## src/design/lfs_map.svh

```systemverilog
// Constants for the lamp fault supervisor: register offsets, field positions,
// reset values and lamp-cycle counts. Included by the design; the package holds only types.
// Operation
// - Lamp stays off unless supply, low monitor and high monitor are all good.
// - Strike ramps gate duty upward until lamp current is sensed.
// - During strike, overvoltage sense stops further duty increase.
// - No current before the strike timeout enters fault handling; timeout from profile A.
// - Overvoltage event during strike turns gates off and enters fault handling.
// - In run, duty regulates lamp current and never pushes past overvoltage.
// - Lamp current sample rate is chosen by two bits in control_second.
// - Current below lamp-out reference for strike timeout in run is a fault.
// - Auto retry makes up to 14 restrikes, except on overcurrent.
// - Retry attempts are separated by 1024 lamp cycles.
// - Overcurrent faults the channel at once with no retry.
// - Fault persists until lockout, monitor crossing, powerdown pin, powerdown bit or disable.
// - In fault the indicator output asserts and the channel stays disabled.
// - A configuration bit selects whether soft faults shut the channel down.
// - Real-time status bits follow present fault and monitor conditions.
// - Nonzero dither range enables dither of 1.5, 3 or 6 percent, disables stepping.
// - Dither profile bit picks triangle or pseudorandom; frequency select sets rate.
// - With dither off, step bit or step pin enables stepping by frequency select.
// - Overdrive raises current target 112.5 to 200 percent in 12.5 percent steps.
// - Optional overdrive timer turns overdrive off after a programmable delay.
// - Reading channel_status clears its latched bits regardless of condition.
// - Latched overvoltage sets only after 64 consecutive overvoltage lamp cycles.
// - Bit 5 of lamp_current_ctrl disables the channel when 1.
// - Writes to channel_status have no effect.
`ifndef LFS_MAP_SVH
`define LFS_MAP_SVH

`define LFS_ADDR_STATUS      8'hE0
`define LFS_ADDR_RESERVED_E1_E1     8'hE1
`define LFS_ADDR_BURST       8'hE2
`define LFS_ADDR_LAMP_CTRL   8'hE3
`define LFS_ADDR_SSP_A       8'hF0
`define LFS_ADDR_SSP_B       8'hF1
`define LFS_ADDR_SSP_C       8'hF2
`define LFS_ADDR_SSP_D       8'hF3
`define LFS_ADDR_CTRL1       8'hF4
`define LFS_ADDR_CTRL2       8'hF5
`define LFS_ADDR_EMI         8'hF6
`define LFS_ADDR_OVERDRIVE   8'hF7
`define LFS_ADDR_USER_BASE   8'hF8

`define LFS_RST_BURST        8'h00
`define LFS_RST_LAMP_CTRL    8'h1F
`define LFS_RST_SSP_A        8'h21
`define LFS_RST_SSP_B        8'h43
`define LFS_RST_SSP_C        8'h65
`define LFS_RST_SSP_D        8'h77
`define LFS_RST_CTRL1        8'h00
`define LFS_RST_CTRL2        8'h08
`define LFS_RST_EMI          8'h00
`define LFS_RST_OVERDRIVE    8'h00
`define LFS_RST_USER         8'h00

// Field positions
`define LFS_BIT_CH_DISABLE   5
`define LFS_BIT_STO_LO       4
`define LFS_BIT_STO_HI       7
`define LFS_BIT_RETRY_OFF    5
`define LFS_BIT_SOFT_NOSHUT  4
`define LFS_BIT_SR_LO        3
`define LFS_BIT_SR_HI        4
`define LFS_BIT_PD_SW        7
`define LFS_BIT_STEP_EN      4
`define LFS_BIT_DITHER_PROF  2
`define LFS_BIT_OD_EN        3

// Retry limit, lamp-cycle counts, duty limit and nominal target
`define LFS_RETRY_MAX        4'hE
`define LFS_RETRY_WAIT       1024
`define LFS_OV_PERSIST       7'h40
`define LFS_STRIKE_BASE      1024
`define LFS_OD_STEP          4200000
`define LFS_DUTY_MAX         8'hFF
`define LFS_NOMINAL_TARGET   10'h100

`endif

```

## src/design/lfs_pkg.sv

```systemverilog
// Types shared by the lamp fault supervisor.
// Assumes lfs_map.svh is on the include path.
package lfs_pkg;
   typedef enum logic [2:0] {LFS_OFF, LFS_STRIKE, LFS_RUN, LFS_RETRY, LFS_FAULT} lfs_state_t;

   typedef struct packed {
      logic supply_ok;      // Above lockout level
      logic supply_low_ok;  // Low monitor above threshold
      logic supply_high;    // High monitor above threshold
      logic current;        // Lamp current above lamp-out reference
      logic above_target;   // Lamp current above regulation threshold
      logic overvoltage;
      logic overcurrent;
   } lfs_sense_t;

   typedef struct packed {
      logic       dither_enable;
      logic [1:0] dither_range;
      logic       dither_profile_sel;
      logic       step_enable;
      logic [2:0] freq_select;
   } lfs_emi_t;
endpackage

```

## src/design/lfs_supervisor.sv

```systemverilog
// Lamp fault supervisor: start-up gating, strike ramp, run regulation,
// fault handling with retries, EMI and overdrive control, byte register file.
// Assumes a serial-bus front end that presents one byte access per strobe and
// a one-clock lamp tick per lamp-frequency cycle, all synchronous to i_clk_sys.
`timescale 1ns/100ps
`include "lfs_map.svh"

module lfs_supervisor
   import lfs_pkg::*;
#(
   parameter int STRIKE_BASE = `LFS_STRIKE_BASE,
   parameter int RETRY_WAIT  = `LFS_RETRY_WAIT,
   parameter int OD_STEP     = `LFS_OD_STEP
) (
   input  wire logic       i_clk_sys,
   input  wire logic       i_sys_rst,
   input  wire logic       i_lamp_tick,
   input  wire lfs_sense_t i_sense,
   input  wire logic       i_powerdown_pin,
   input  wire logic       i_step_pin,
   input  wire logic       i_overdrive_pin,
   input  wire logic [7:0] i_reg_addr,
   input  wire logic       i_reg_wr,
   input  wire logic       i_reg_rd,
   input  wire logic [7:0] i_reg_wdata,
   output logic [7:0]      o_reg_rdata,
   output logic [7:0]      o_gate_duty,
   output logic            o_gate_enable,
   output logic            o_fault,
   output logic            o_sample_strobe,
   output logic [9:0]      o_regulation_threshold,
   output logic            o_overdrive_active,
   output lfs_emi_t        o_emi
);

   ////////////////////////////////////////////////////////////////////////////
   // Registers
   logic [7:0]  burst_duty_code;
   logic [7:0]  lamp_current_ctrl;
   logic [7:0]  softstart_profile [0:3];
   logic [7:0]  control_first;
   logic [7:0]  control_second;
   logic [7:0]  emi_control;
   logic [7:0]  overdrive_control;
   logic [7:0]  user_bytes [0:7];
   logic [4:0]  latched;            // Status bits 1..5
   lfs_state_t  state;
   logic [15:0] cycle_cnt;
   logic [3:0]  retry_cnt;
   logic [6:0]  ov_cnt;
   logic [2:0]  sample_cnt;
   logic [25:0] od_cnt;
   logic        od_expired;
   logic        low_prev;
   logic        high_prev;

   function automatic logic is_addr(input logic [7:0] a, input logic [7:0] ref_a);
      return a == ref_a;
   endfunction

   // Lamp cycles before strike or lamp-out timeout
   function automatic logic [15:0] strike_limit(input logic [7:0] ssp);
      logic [1:0] sel;
      sel = {ssp[`LFS_BIT_STO_HI], ssp[`LFS_BIT_STO_LO]};
      return 16'(STRIKE_BASE << sel);
   endfunction

   ////////////////////////////////////////////////////////////////////////////
   // Status and clearing events
   logic supply_good;
   logic mon_crossed;
   logic ch_disabled;
   logic pd_sw;
   logic clear_evt;
   logic tick_ov_full;
   logic strike_to;
   logic lamp_out;
   logic soft_fault;
   logic retry_allowed;
   logic [3:0] tick_div;

   assign supply_good = i_sense.supply_ok & i_sense.supply_low_ok & ~i_sense.supply_high;
   assign mon_crossed = (low_prev != i_sense.supply_low_ok) | (high_prev != i_sense.supply_high);
   assign ch_disabled = lamp_current_ctrl[`LFS_BIT_CH_DISABLE];
   assign pd_sw       = control_second[`LFS_BIT_PD_SW];
   assign clear_evt   = ~supply_good | mon_crossed | i_powerdown_pin | pd_sw | ch_disabled;
   assign tick_ov_full = i_lamp_tick & i_sense.overvoltage & (ov_cnt == `LFS_OV_PERSIST - 7'h01);
   assign strike_to   = (state == LFS_STRIKE) & i_lamp_tick & ~i_sense.current
                        & (cycle_cnt >= strike_limit(softstart_profile[0]) - 16'h0001);
   assign lamp_out    = (state == LFS_RUN) & i_lamp_tick & ~i_sense.current
                        & (cycle_cnt >= strike_limit(softstart_profile[0]) - 16'h0001);
   assign soft_fault  = strike_to | lamp_out | ((state == LFS_STRIKE) & tick_ov_full);
   assign retry_allowed = ~control_first[`LFS_BIT_RETRY_OFF] & (retry_cnt < `LFS_RETRY_MAX);
   assign tick_div    = 4'h1 << {control_second[`LFS_BIT_SR_HI], control_second[`LFS_BIT_SR_LO]};

   // Tracks the comparators through reset too, so release shows no false crossing
   always_ff @(posedge i_clk_sys) begin
      low_prev  <= i_sense.supply_low_ok;
      high_prev <= i_sense.supply_high;
   end

   // Overvoltage persistence counter, saturating at the latch threshold
   always_ff @(posedge i_clk_sys) begin
      if (i_sys_rst) begin
         ov_cnt <= 7'h00;
      end else if (i_lamp_tick) begin
         if (!i_sense.overvoltage) begin
            ov_cnt <= 7'h00;
         end else if (ov_cnt != `LFS_OV_PERSIST) begin
            ov_cnt <= ov_cnt + 7'h01;
         end
      end
   end

   ////////////////////////////////////////////////////////////////////////////
   // Channel state machine
   always_ff @(posedge i_clk_sys) begin
      if (i_sys_rst) begin
         state     <= LFS_OFF;
         cycle_cnt <= 16'h0000;
         retry_cnt <= 4'h0;
      end else if (clear_evt) begin
         state     <= LFS_OFF;
         cycle_cnt <= 16'h0000;
         retry_cnt <= 4'h0;
      end else begin
         case (state)
            LFS_OFF: begin
               state     <= LFS_STRIKE;
               cycle_cnt <= 16'h0000;
            end
            LFS_STRIKE, LFS_RUN: begin
               if (i_sense.overcurrent) begin
                  state <= LFS_FAULT;
               end else if (soft_fault) begin
                  cycle_cnt <= 16'h0000;
                  if (control_first[`LFS_BIT_SOFT_NOSHUT]) begin
                     state <= LFS_STRIKE;
                  end else if (retry_allowed) begin
                     state     <= LFS_RETRY;
                     retry_cnt <= retry_cnt + 4'h1;
                  end else begin
                     state <= LFS_FAULT;
                  end
               end else if (state == LFS_STRIKE && i_lamp_tick && i_sense.current) begin
                  state     <= LFS_RUN;
                  cycle_cnt <= 16'h0000;
               end else if (i_lamp_tick) begin
                  if (state == LFS_RUN && i_sense.current) begin
                     cycle_cnt <= 16'h0000;
                  end else begin
                     cycle_cnt <= cycle_cnt + 16'h0001;
                  end
               end
            end
            LFS_RETRY: begin
               if (i_lamp_tick) begin
                  if (cycle_cnt == 16'(RETRY_WAIT - 1)) begin
                     state     <= LFS_STRIKE;
                     cycle_cnt <= 16'h0000;
                  end else begin
                     cycle_cnt <= cycle_cnt + 16'h0001;
                  end
               end
            end
            LFS_FAULT: state <= LFS_FAULT;
            default:   state <= LFS_OFF;
         endcase
      end
   end

   ////////////////////////////////////////////////////////////////////////////
   // Gate drive: strike ramp and run regulation
   always_ff @(posedge i_clk_sys) begin
      if (i_sys_rst) begin
         sample_cnt      <= 3'h0;
         o_sample_strobe <= 1'b0;
      end else begin
         o_sample_strobe <= 1'b0;
         if (i_lamp_tick) begin
            if ({1'b0, sample_cnt} >= tick_div - 4'h1) begin
               sample_cnt      <= 3'h0;
               o_sample_strobe <= 1'b1;
            end else begin
               sample_cnt <= sample_cnt + 3'h1;
            end
         end
      end
   end

   always_ff @(posedge i_clk_sys) begin
      if (i_sys_rst) begin
         o_gate_duty   <= 8'h00;
         o_gate_enable <= 1'b0;
      end else if (clear_evt || soft_fault || i_sense.overcurrent
                   || !(state == LFS_STRIKE || state == LFS_RUN)) begin
         o_gate_duty   <= 8'h00;
         o_gate_enable <= 1'b0;
      end else begin
         o_gate_enable <= 1'b1;
         if (state == LFS_STRIKE && i_lamp_tick) begin
            if (!i_sense.overvoltage && o_gate_duty != `LFS_DUTY_MAX) begin
               o_gate_duty <= o_gate_duty + 8'h01;
            end
         end else if (state == LFS_RUN && o_sample_strobe) begin
            // Overvoltage always backs off, even below target current
            if ((i_sense.overvoltage || i_sense.above_target) && o_gate_duty != 8'h00) begin
               o_gate_duty <= o_gate_duty - 8'h01;
            end else if (!i_sense.overvoltage && !i_sense.above_target
                         && o_gate_duty != `LFS_DUTY_MAX) begin
               o_gate_duty <= o_gate_duty + 8'h01;
            end
         end
      end
   end

   always_ff @(posedge i_clk_sys) begin
      if (i_sys_rst) begin
         o_fault <= 1'b0;
      end else begin
         o_fault <= (state == LFS_FAULT) & ~clear_evt;
      end
   end

   ////////////////////////////////////////////////////////////////////////////
   // EMI options and overdrive
   always_ff @(posedge i_clk_sys) begin
      if (i_sys_rst) begin
         o_emi <= '0;
      end else begin
         o_emi.dither_range       <= emi_control[1:0];
         o_emi.dither_enable      <= emi_control[1:0] != 2'b00;
         o_emi.dither_profile_sel <= emi_control[`LFS_BIT_DITHER_PROF];
         o_emi.freq_select        <= emi_control[7:5];
         o_emi.step_enable        <= (emi_control[1:0] == 2'b00)
                                     & (emi_control[`LFS_BIT_STEP_EN] | i_step_pin);
      end
   end

   logic od_request;
   logic [25:0] od_limit;
   assign od_request = overdrive_control[`LFS_BIT_OD_EN] | i_overdrive_pin;
   assign od_limit   = 26'(OD_STEP * int'(overdrive_control[7:4]));

   // A zero timeout field leaves overdrive on indefinitely
   always_ff @(posedge i_clk_sys) begin
      if (i_sys_rst) begin
         od_cnt     <= 26'h0000000;
         od_expired <= 1'b0;
      end else if (!od_request || overdrive_control[7:4] == 4'h0) begin
         od_cnt     <= 26'h0000000;
         od_expired <= 1'b0;
      end else if (i_lamp_tick && !od_expired) begin
         if (od_cnt >= od_limit - 26'h0000001) begin
            od_expired <= 1'b1;
         end else begin
            od_cnt <= od_cnt + 26'h0000001;
         end
      end
   end

   // Nominal scaled 100..35 percent by the trim code, then by (9+level)/8
   function automatic logic [9:0] target(input logic [4:0] lc, input logic od, input logic [2:0] lvl);
      logic [19:0] base;
      logic [19:0] boosted;
      base    = (20'(`LFS_NOMINAL_TARGET) * (20'd3100 - 20'd65 * 20'(lc))) / 20'd3100;
      boosted = (base * (20'd9 + 20'(lvl))) >> 3;
      return od ? boosted[9:0] : base[9:0];
   endfunction

   always_ff @(posedge i_clk_sys) begin
      if (i_sys_rst) begin
         o_overdrive_active     <= 1'b0;
         o_regulation_threshold <= `LFS_NOMINAL_TARGET;
      end else begin
         o_overdrive_active     <= od_request & ~od_expired;
         o_regulation_threshold <= target(lamp_current_ctrl[4:0], od_request & ~od_expired,
                                          overdrive_control[2:0]);
      end
   end

   ////////////////////////////////////////////////////////////////////////////
   // Register file
   logic rd_status;
   logic [4:0] set_bits;
   assign rd_status = i_reg_rd & is_addr(i_reg_addr, `LFS_ADDR_STATUS);
   assign set_bits  = {i_sense.overcurrent & (state == LFS_STRIKE || state == LFS_RUN),
                       lamp_out,
                       tick_ov_full,
                       strike_to,
                       (state != LFS_FAULT) & (i_sense.overcurrent & (state == LFS_STRIKE || state == LFS_RUN)
                                               | soft_fault & ~retry_allowed
                                                 & ~control_first[`LFS_BIT_SOFT_NOSHUT])};

   // New events win over a clearing read in the same cycle
   always_ff @(posedge i_clk_sys) begin
      if (i_sys_rst || clear_evt) begin
         latched <= 5'h00;
      end else if (rd_status) begin
         latched <= set_bits;
      end else begin
         latched <= latched | set_bits;
      end
   end

   always_ff @(posedge i_clk_sys) begin
      if (i_sys_rst) begin
         burst_duty_code   <= `LFS_RST_BURST;
         lamp_current_ctrl <= `LFS_RST_LAMP_CTRL;
         softstart_profile <= '{`LFS_RST_SSP_A, `LFS_RST_SSP_B, `LFS_RST_SSP_C, `LFS_RST_SSP_D};
         control_first     <= `LFS_RST_CTRL1;
         control_second    <= `LFS_RST_CTRL2;
         emi_control       <= `LFS_RST_EMI;
         overdrive_control <= `LFS_RST_OVERDRIVE;
      end else if (i_reg_wr) begin
         // Status and reserved bytes take no write
         case (i_reg_addr)
            `LFS_ADDR_BURST:     burst_duty_code   <= i_reg_wdata;
            `LFS_ADDR_LAMP_CTRL: lamp_current_ctrl <= i_reg_wdata;
            `LFS_ADDR_SSP_A:     softstart_profile[0] <= i_reg_wdata;
            `LFS_ADDR_SSP_B:     softstart_profile[1] <= i_reg_wdata;
            `LFS_ADDR_SSP_C:     softstart_profile[2] <= i_reg_wdata;
            `LFS_ADDR_SSP_D:     softstart_profile[3] <= i_reg_wdata;
            `LFS_ADDR_CTRL1:     control_first     <= i_reg_wdata;
            `LFS_ADDR_CTRL2:     control_second    <= i_reg_wdata;
            `LFS_ADDR_EMI:       emi_control       <= i_reg_wdata;
            `LFS_ADDR_OVERDRIVE: overdrive_control <= i_reg_wdata;
            default: ;
         endcase
      end
   end

   genvar gi;
   generate
      for (gi = 0; gi < 8; gi++) begin : g_user
         always_ff @(posedge i_clk_sys) begin
            if (i_sys_rst) begin
               user_bytes[gi] <= `LFS_RST_USER;
            end else if (i_reg_wr && is_addr(i_reg_addr, 8'(`LFS_ADDR_USER_BASE + gi))) begin
               user_bytes[gi] <= i_reg_wdata;
            end
         end
      end
   endgenerate

   always_ff @(posedge i_clk_sys) begin
      if (i_sys_rst) begin
         o_reg_rdata <= 8'h00;
      end else if (i_reg_rd) begin
         case (i_reg_addr)
            `LFS_ADDR_STATUS:    o_reg_rdata <= {i_sense.supply_high, i_sense.supply_low_ok,
                                                 latched[4:0], state == LFS_FAULT};
            `LFS_ADDR_BURST:     o_reg_rdata <= burst_duty_code;
            `LFS_ADDR_LAMP_CTRL: o_reg_rdata <= lamp_current_ctrl;
            `LFS_ADDR_SSP_A:     o_reg_rdata <= softstart_profile[0];
            `LFS_ADDR_SSP_B:     o_reg_rdata <= softstart_profile[1];
            `LFS_ADDR_SSP_C:     o_reg_rdata <= softstart_profile[2];
            `LFS_ADDR_SSP_D:     o_reg_rdata <= softstart_profile[3];
            `LFS_ADDR_CTRL1:     o_reg_rdata <= control_first;
            `LFS_ADDR_CTRL2:     o_reg_rdata <= control_second;
            `LFS_ADDR_EMI:       o_reg_rdata <= emi_control;
            `LFS_ADDR_OVERDRIVE: o_reg_rdata <= overdrive_control;
            default: o_reg_rdata <= (i_reg_addr >= `LFS_ADDR_USER_BASE) ? user_bytes[i_reg_addr[2:0]] : 8'h00;
         endcase
      end
   end

endmodule

```

## config.mk

```make
export PLATFORM = sky130hd
export DESIGN_NAME = lfs_supervisor
export DESIGN_NICKNAME = d
export VERILOG_FILES = /design/src/design/lfs_pkg.sv /design/src/design/lfs_supervisor.sv
export VERILOG_INCLUDE_DIRS = /design/src /design/src/design
export SDC_FILE = /design/constraint.sdc
export NUM_CORES = 1
export LEC_CHECK = 0
export BUFFER_PORTS_ARGS = -buffer_cell sky130_fd_sc_hd__buf_2
export CORE_MARGIN = 8
export CORE_UTILIZATION = 45
export CTS_BUF_LIST = sky130_fd_sc_hd__clkbuf_8
export CTS_CLUSTER_DIAMETER = 200
export DETAILED_ROUTE_END_ITERATION = 7
export PLACE_DENSITY_LB_ADDON = 0.3
export SYNTH_ARGS = -nofsm -noshare
export SYNTH_HDL_FRONTEND = slang
export SYNTH_SLANG_ARGS = --single-unit
```

## constraint.sdc

```tcl
create_clock -name i_clk_sys -period 24.6 [get_ports i_clk_sys]
set_clock_uncertainty 0.1 [all_clocks]
set_input_delay 1.23 -clock i_clk_sys [delete_from_list [all_inputs] [get_ports i_clk_sys]]
set_output_delay 1.23 -clock i_clk_sys [all_outputs]
set_load 0.05 [all_outputs]
```

==> out/metrics.yaml <==
status:
  status: "finished clean"
global_routing:
  grtUsageTotal_pct: 20.6
  grt_pass1_wl_um: 79700
  grt_pass1_vias: 15214
  antenna_found_initial: 0
  overflow: 0
  grt_max_degree: 74
synth:
  ys_seq_area_share_pct: 31.8
  synthTopCellsByArea: "dfxtp_1 (21%), edfxtp_1 (11%), ha_1 (6.4%), nand2_1 (4.9%), nor2_1 (4.2%)"
  synth_top_area_cell: "dfxtp_1"
  ys.warnings.count: 0
  synth_nets: 2226
  syn_inst: 2081
  synth_edf_count: 64
  ys_ff_latch: 249
  synthArstFlopShare_pct: 0
  syn_area_per_cell_um2: 8.49
  synth_area_um2: 17700
  ys_types: 117
  synth_flop_cell: "dfxtp_1"
  synth_top_area_share_pct: 21.0
clock_network:
  clkTransAtPathRegs_ps: 60
  ctsRootBufferMaster: "clkbuf_8"
  postCtsResizedCells: 0
  cts-buffers-inserted: 43
  cts_max_path_buffers: 3
  worstSkewPairLatency_ps: 620
  cts.sinks: 249
  h-tree-depth: 2
  cts_tree: "yes"
  ctsHoldBuffers: 0
  post_cts_buffers: 0
routing:
  drt_iter0_markers: 1347
  first_pass_iters: 5
  drcViolationCount: 0
  num_vias: 15721
  drt_wl_total_um: 48900
  viasPerCell: 5.94
  wl_per_cell_um: 18.5
  postRouteAntennaNets: 0
layout:
  num_antenna_cells: 0
  syn2layout_area_growth_pct: 8.37
  ff_latch_area_um2: 5630
  fillers: 3692
  multiInputGateArea_um2: 11400
  nNetsFinal: 2247
  drive_gt1_share_pct: 10.8
timing:
  fin_crit_ps: 16640
  worst_pin_slew_ps: 1170
  hold_ws_ps: 355
  slew_viol_final: 0
  maxSlewHeadroom_pct: 21.6
  finalSetupTns_ps: 0
  rsz0062_at_grt: "false"
  period_share_pct: 67.7
  setup_viol: 0
  fmax_mhz: 60.1
  hold_violations: 0
worst_setup_path:
  critical_path_class: "reg2reg"
  slowest_stage: "ha_1"
  arrival_ps: 17010
  cp_max_fo: 20
  worst_setup_path_end_kind: "register"
  crit_top_cell: "ha_1"
  start_kind: "register"
  critPathRequiredTime_ps: 24970
  max_stage_delay_ps: 680
floorplan:
  dieArea_um2: 45900
  start_util_pct: 45.6
  core_area_um2: 38700
  rows: 72
  io_pins: 69
  die_w_um: 214
  die_h_um: 214
worst_hold_path:
  worstHoldPathType: "reg2reg"
pwr:
  peakVddDrop_v: 0.0000298
  power.density_cell_area_nw_per_um2: 50.8
  switching_share_pct: 30.2
  combPwrFrac_pct: 18.5
  pwr-share-seq_pct: 44.6
  power.leakage_nw: 7.40
  switching_power_w: 0.000294
  clkPwrFrac_pct: 36.9
  power.internal_w: 0.000679
flow_run:
  cap_violations: 0
placed_design:
  gp_congestion: 0.896
  place_hpwl_um: 35300
  portBuffers: 68
cells by family after synthesis:
group                      after synthesis  synth area share [%]
and+or+nand+nor                        859                  24.2
AOI/OAI and AO/OA                      512                  20.8
buffers and inverters                  181                  3.96
adders and majority gates              115                  9.15
muxes                                   42                  3.70
xor gates and xnor gates               123                  6.39
DFF                                    249                  31.8
critical path, delay by kind of cell, from the launching register on:
kind                       cells  cell delay (ps)
xor gates and xnor gates       6             1720
and+or+nand+nor               14             4110
DFF                            1              630
AOI/OAI and AO/OA             21             4940
adders and majority gates     11             4290
buffers and inverters          6              700
layout by cell type, fill, tap and decap left out, drive strengths merged, types with 21 or more instances in the layout:
master,instances
edfxtp,64
nand2b,29
nand3,104
dfxtp,185
a22oi,46
a21oi,149
a211o,32
buf,79
fa,24
and2,85
nor3,33
xor2,53
a211oi,22
nor2,199
and3,48
a21o,21
xnor2,70
nand4,27
ha,90
clkbuf,50
o21ai,64
inv,91
mux2i,22
nand2,230
registers in the layout (all words and copies together), names as in the netlist, 10 cells and up:
signal,count
cycle_cnt,16
o_regulation_threshold,10
od_cnt,26
softstart_profile,32
user_bytes,64
per-stage QoR:
stage / worst slack, ps / util, % / area (µm²) / total power [W] / cells
5_1_grt: 6560 / 49.4 / 19100 / 0.00102 / 2648
4_1_cts: 8240 / 49.4 / 19100 / 0.000981 / 2648
3_5_place_dp: 8240 / 47.4 / 18300 / 0.000621 / 2575
2_1_floorplan: 10730 / - / 17700 / 0.000580 / 2081
6_report: 7960 / 49.4 / 19100 / 0.000973 / 2648
3_3_place_gp: 8770 / 47.4 / 18300 / 0.000618 / 2575
power groups by stage:
stage                     registers [W]  logic [W]  clock network, W
after floorplan                0.000455   0.000125                 0
after global placement         0.000443   0.000175                 0
after detailed placement       0.000443   0.000178                 0
after CTS                      0.000434   0.000179          0.000367
after global routing           0.000435   0.000197          0.000384
final                          0.000434   0.000180          0.000359
area by class of cell:
cell class,count,area share [%]
Clock buffer,50,3.59
Sequential cell,249,29.4
Timing Repair Buffer,79,2.22
Clock inverter,23,0.595
Tap cell,518,3.38
Multi-Input combinational cell,1651,59.3
Inverter,78,1.53
metal layers:
layer / global-route usage (%) / part of all wire, % / vias to the layer above
li1: - / - / 7587
met1: 28.0 / 46 / 7552
met2: 33.0 / 46 / 493
met3: 3.37 / 5.9 / 89
met4: 6.92 / 2.7 / 0
met5: 0 / 0 / -
path summary, 6_finish.rpt:
path	end	depth (start not counted)	slack, ps	from
setup / recovery	o_regulation_threshold[9]$_SDFF_PP0_	58	7960	lamp_current_ctrl[0]$_SDFFE_PP1P_
hold / removal	control_second[2]$_SDFFE_PP0P_	2	360	control_second[2]$_SDFFE_PP0P_
setup reg to reg	o_regulation_threshold[9]$_SDFF_PP0_	58	7960	lamp_current_ctrl[0]$_SDFFE_PP1P_
hold reg to reg	control_second[2]$_SDFFE_PP0P_	2	360	control_second[2]$_SDFFE_PP0P_
cell usage after synthesis, types with 14 or more instances:
library cell  instances
a21oi_1             146
and2_1               85
a22oi_1              46
mux4_2               16
fa_1                 24
nand4_1              27
o21ai_0              55
mux2i_1              19
dfxtp_1             185
a211oi_1             19
nor3_1               29
nand2b_1             29
nand3_1             102
a21o_1               20
o21bai_1             19
nand2_1             229
nor2b_1              19
o211ai_1             14
and3_1               48
a211o_1              31
nor2_1              198
or3_1                18
a31oi_1              17
xnor2_1              66
inv_1                75
edfxtp_1             64
ha_1                 90
clkbuf_1             81
xor2_1               50
Note: power is estimated with default switching activity, not from simulation.
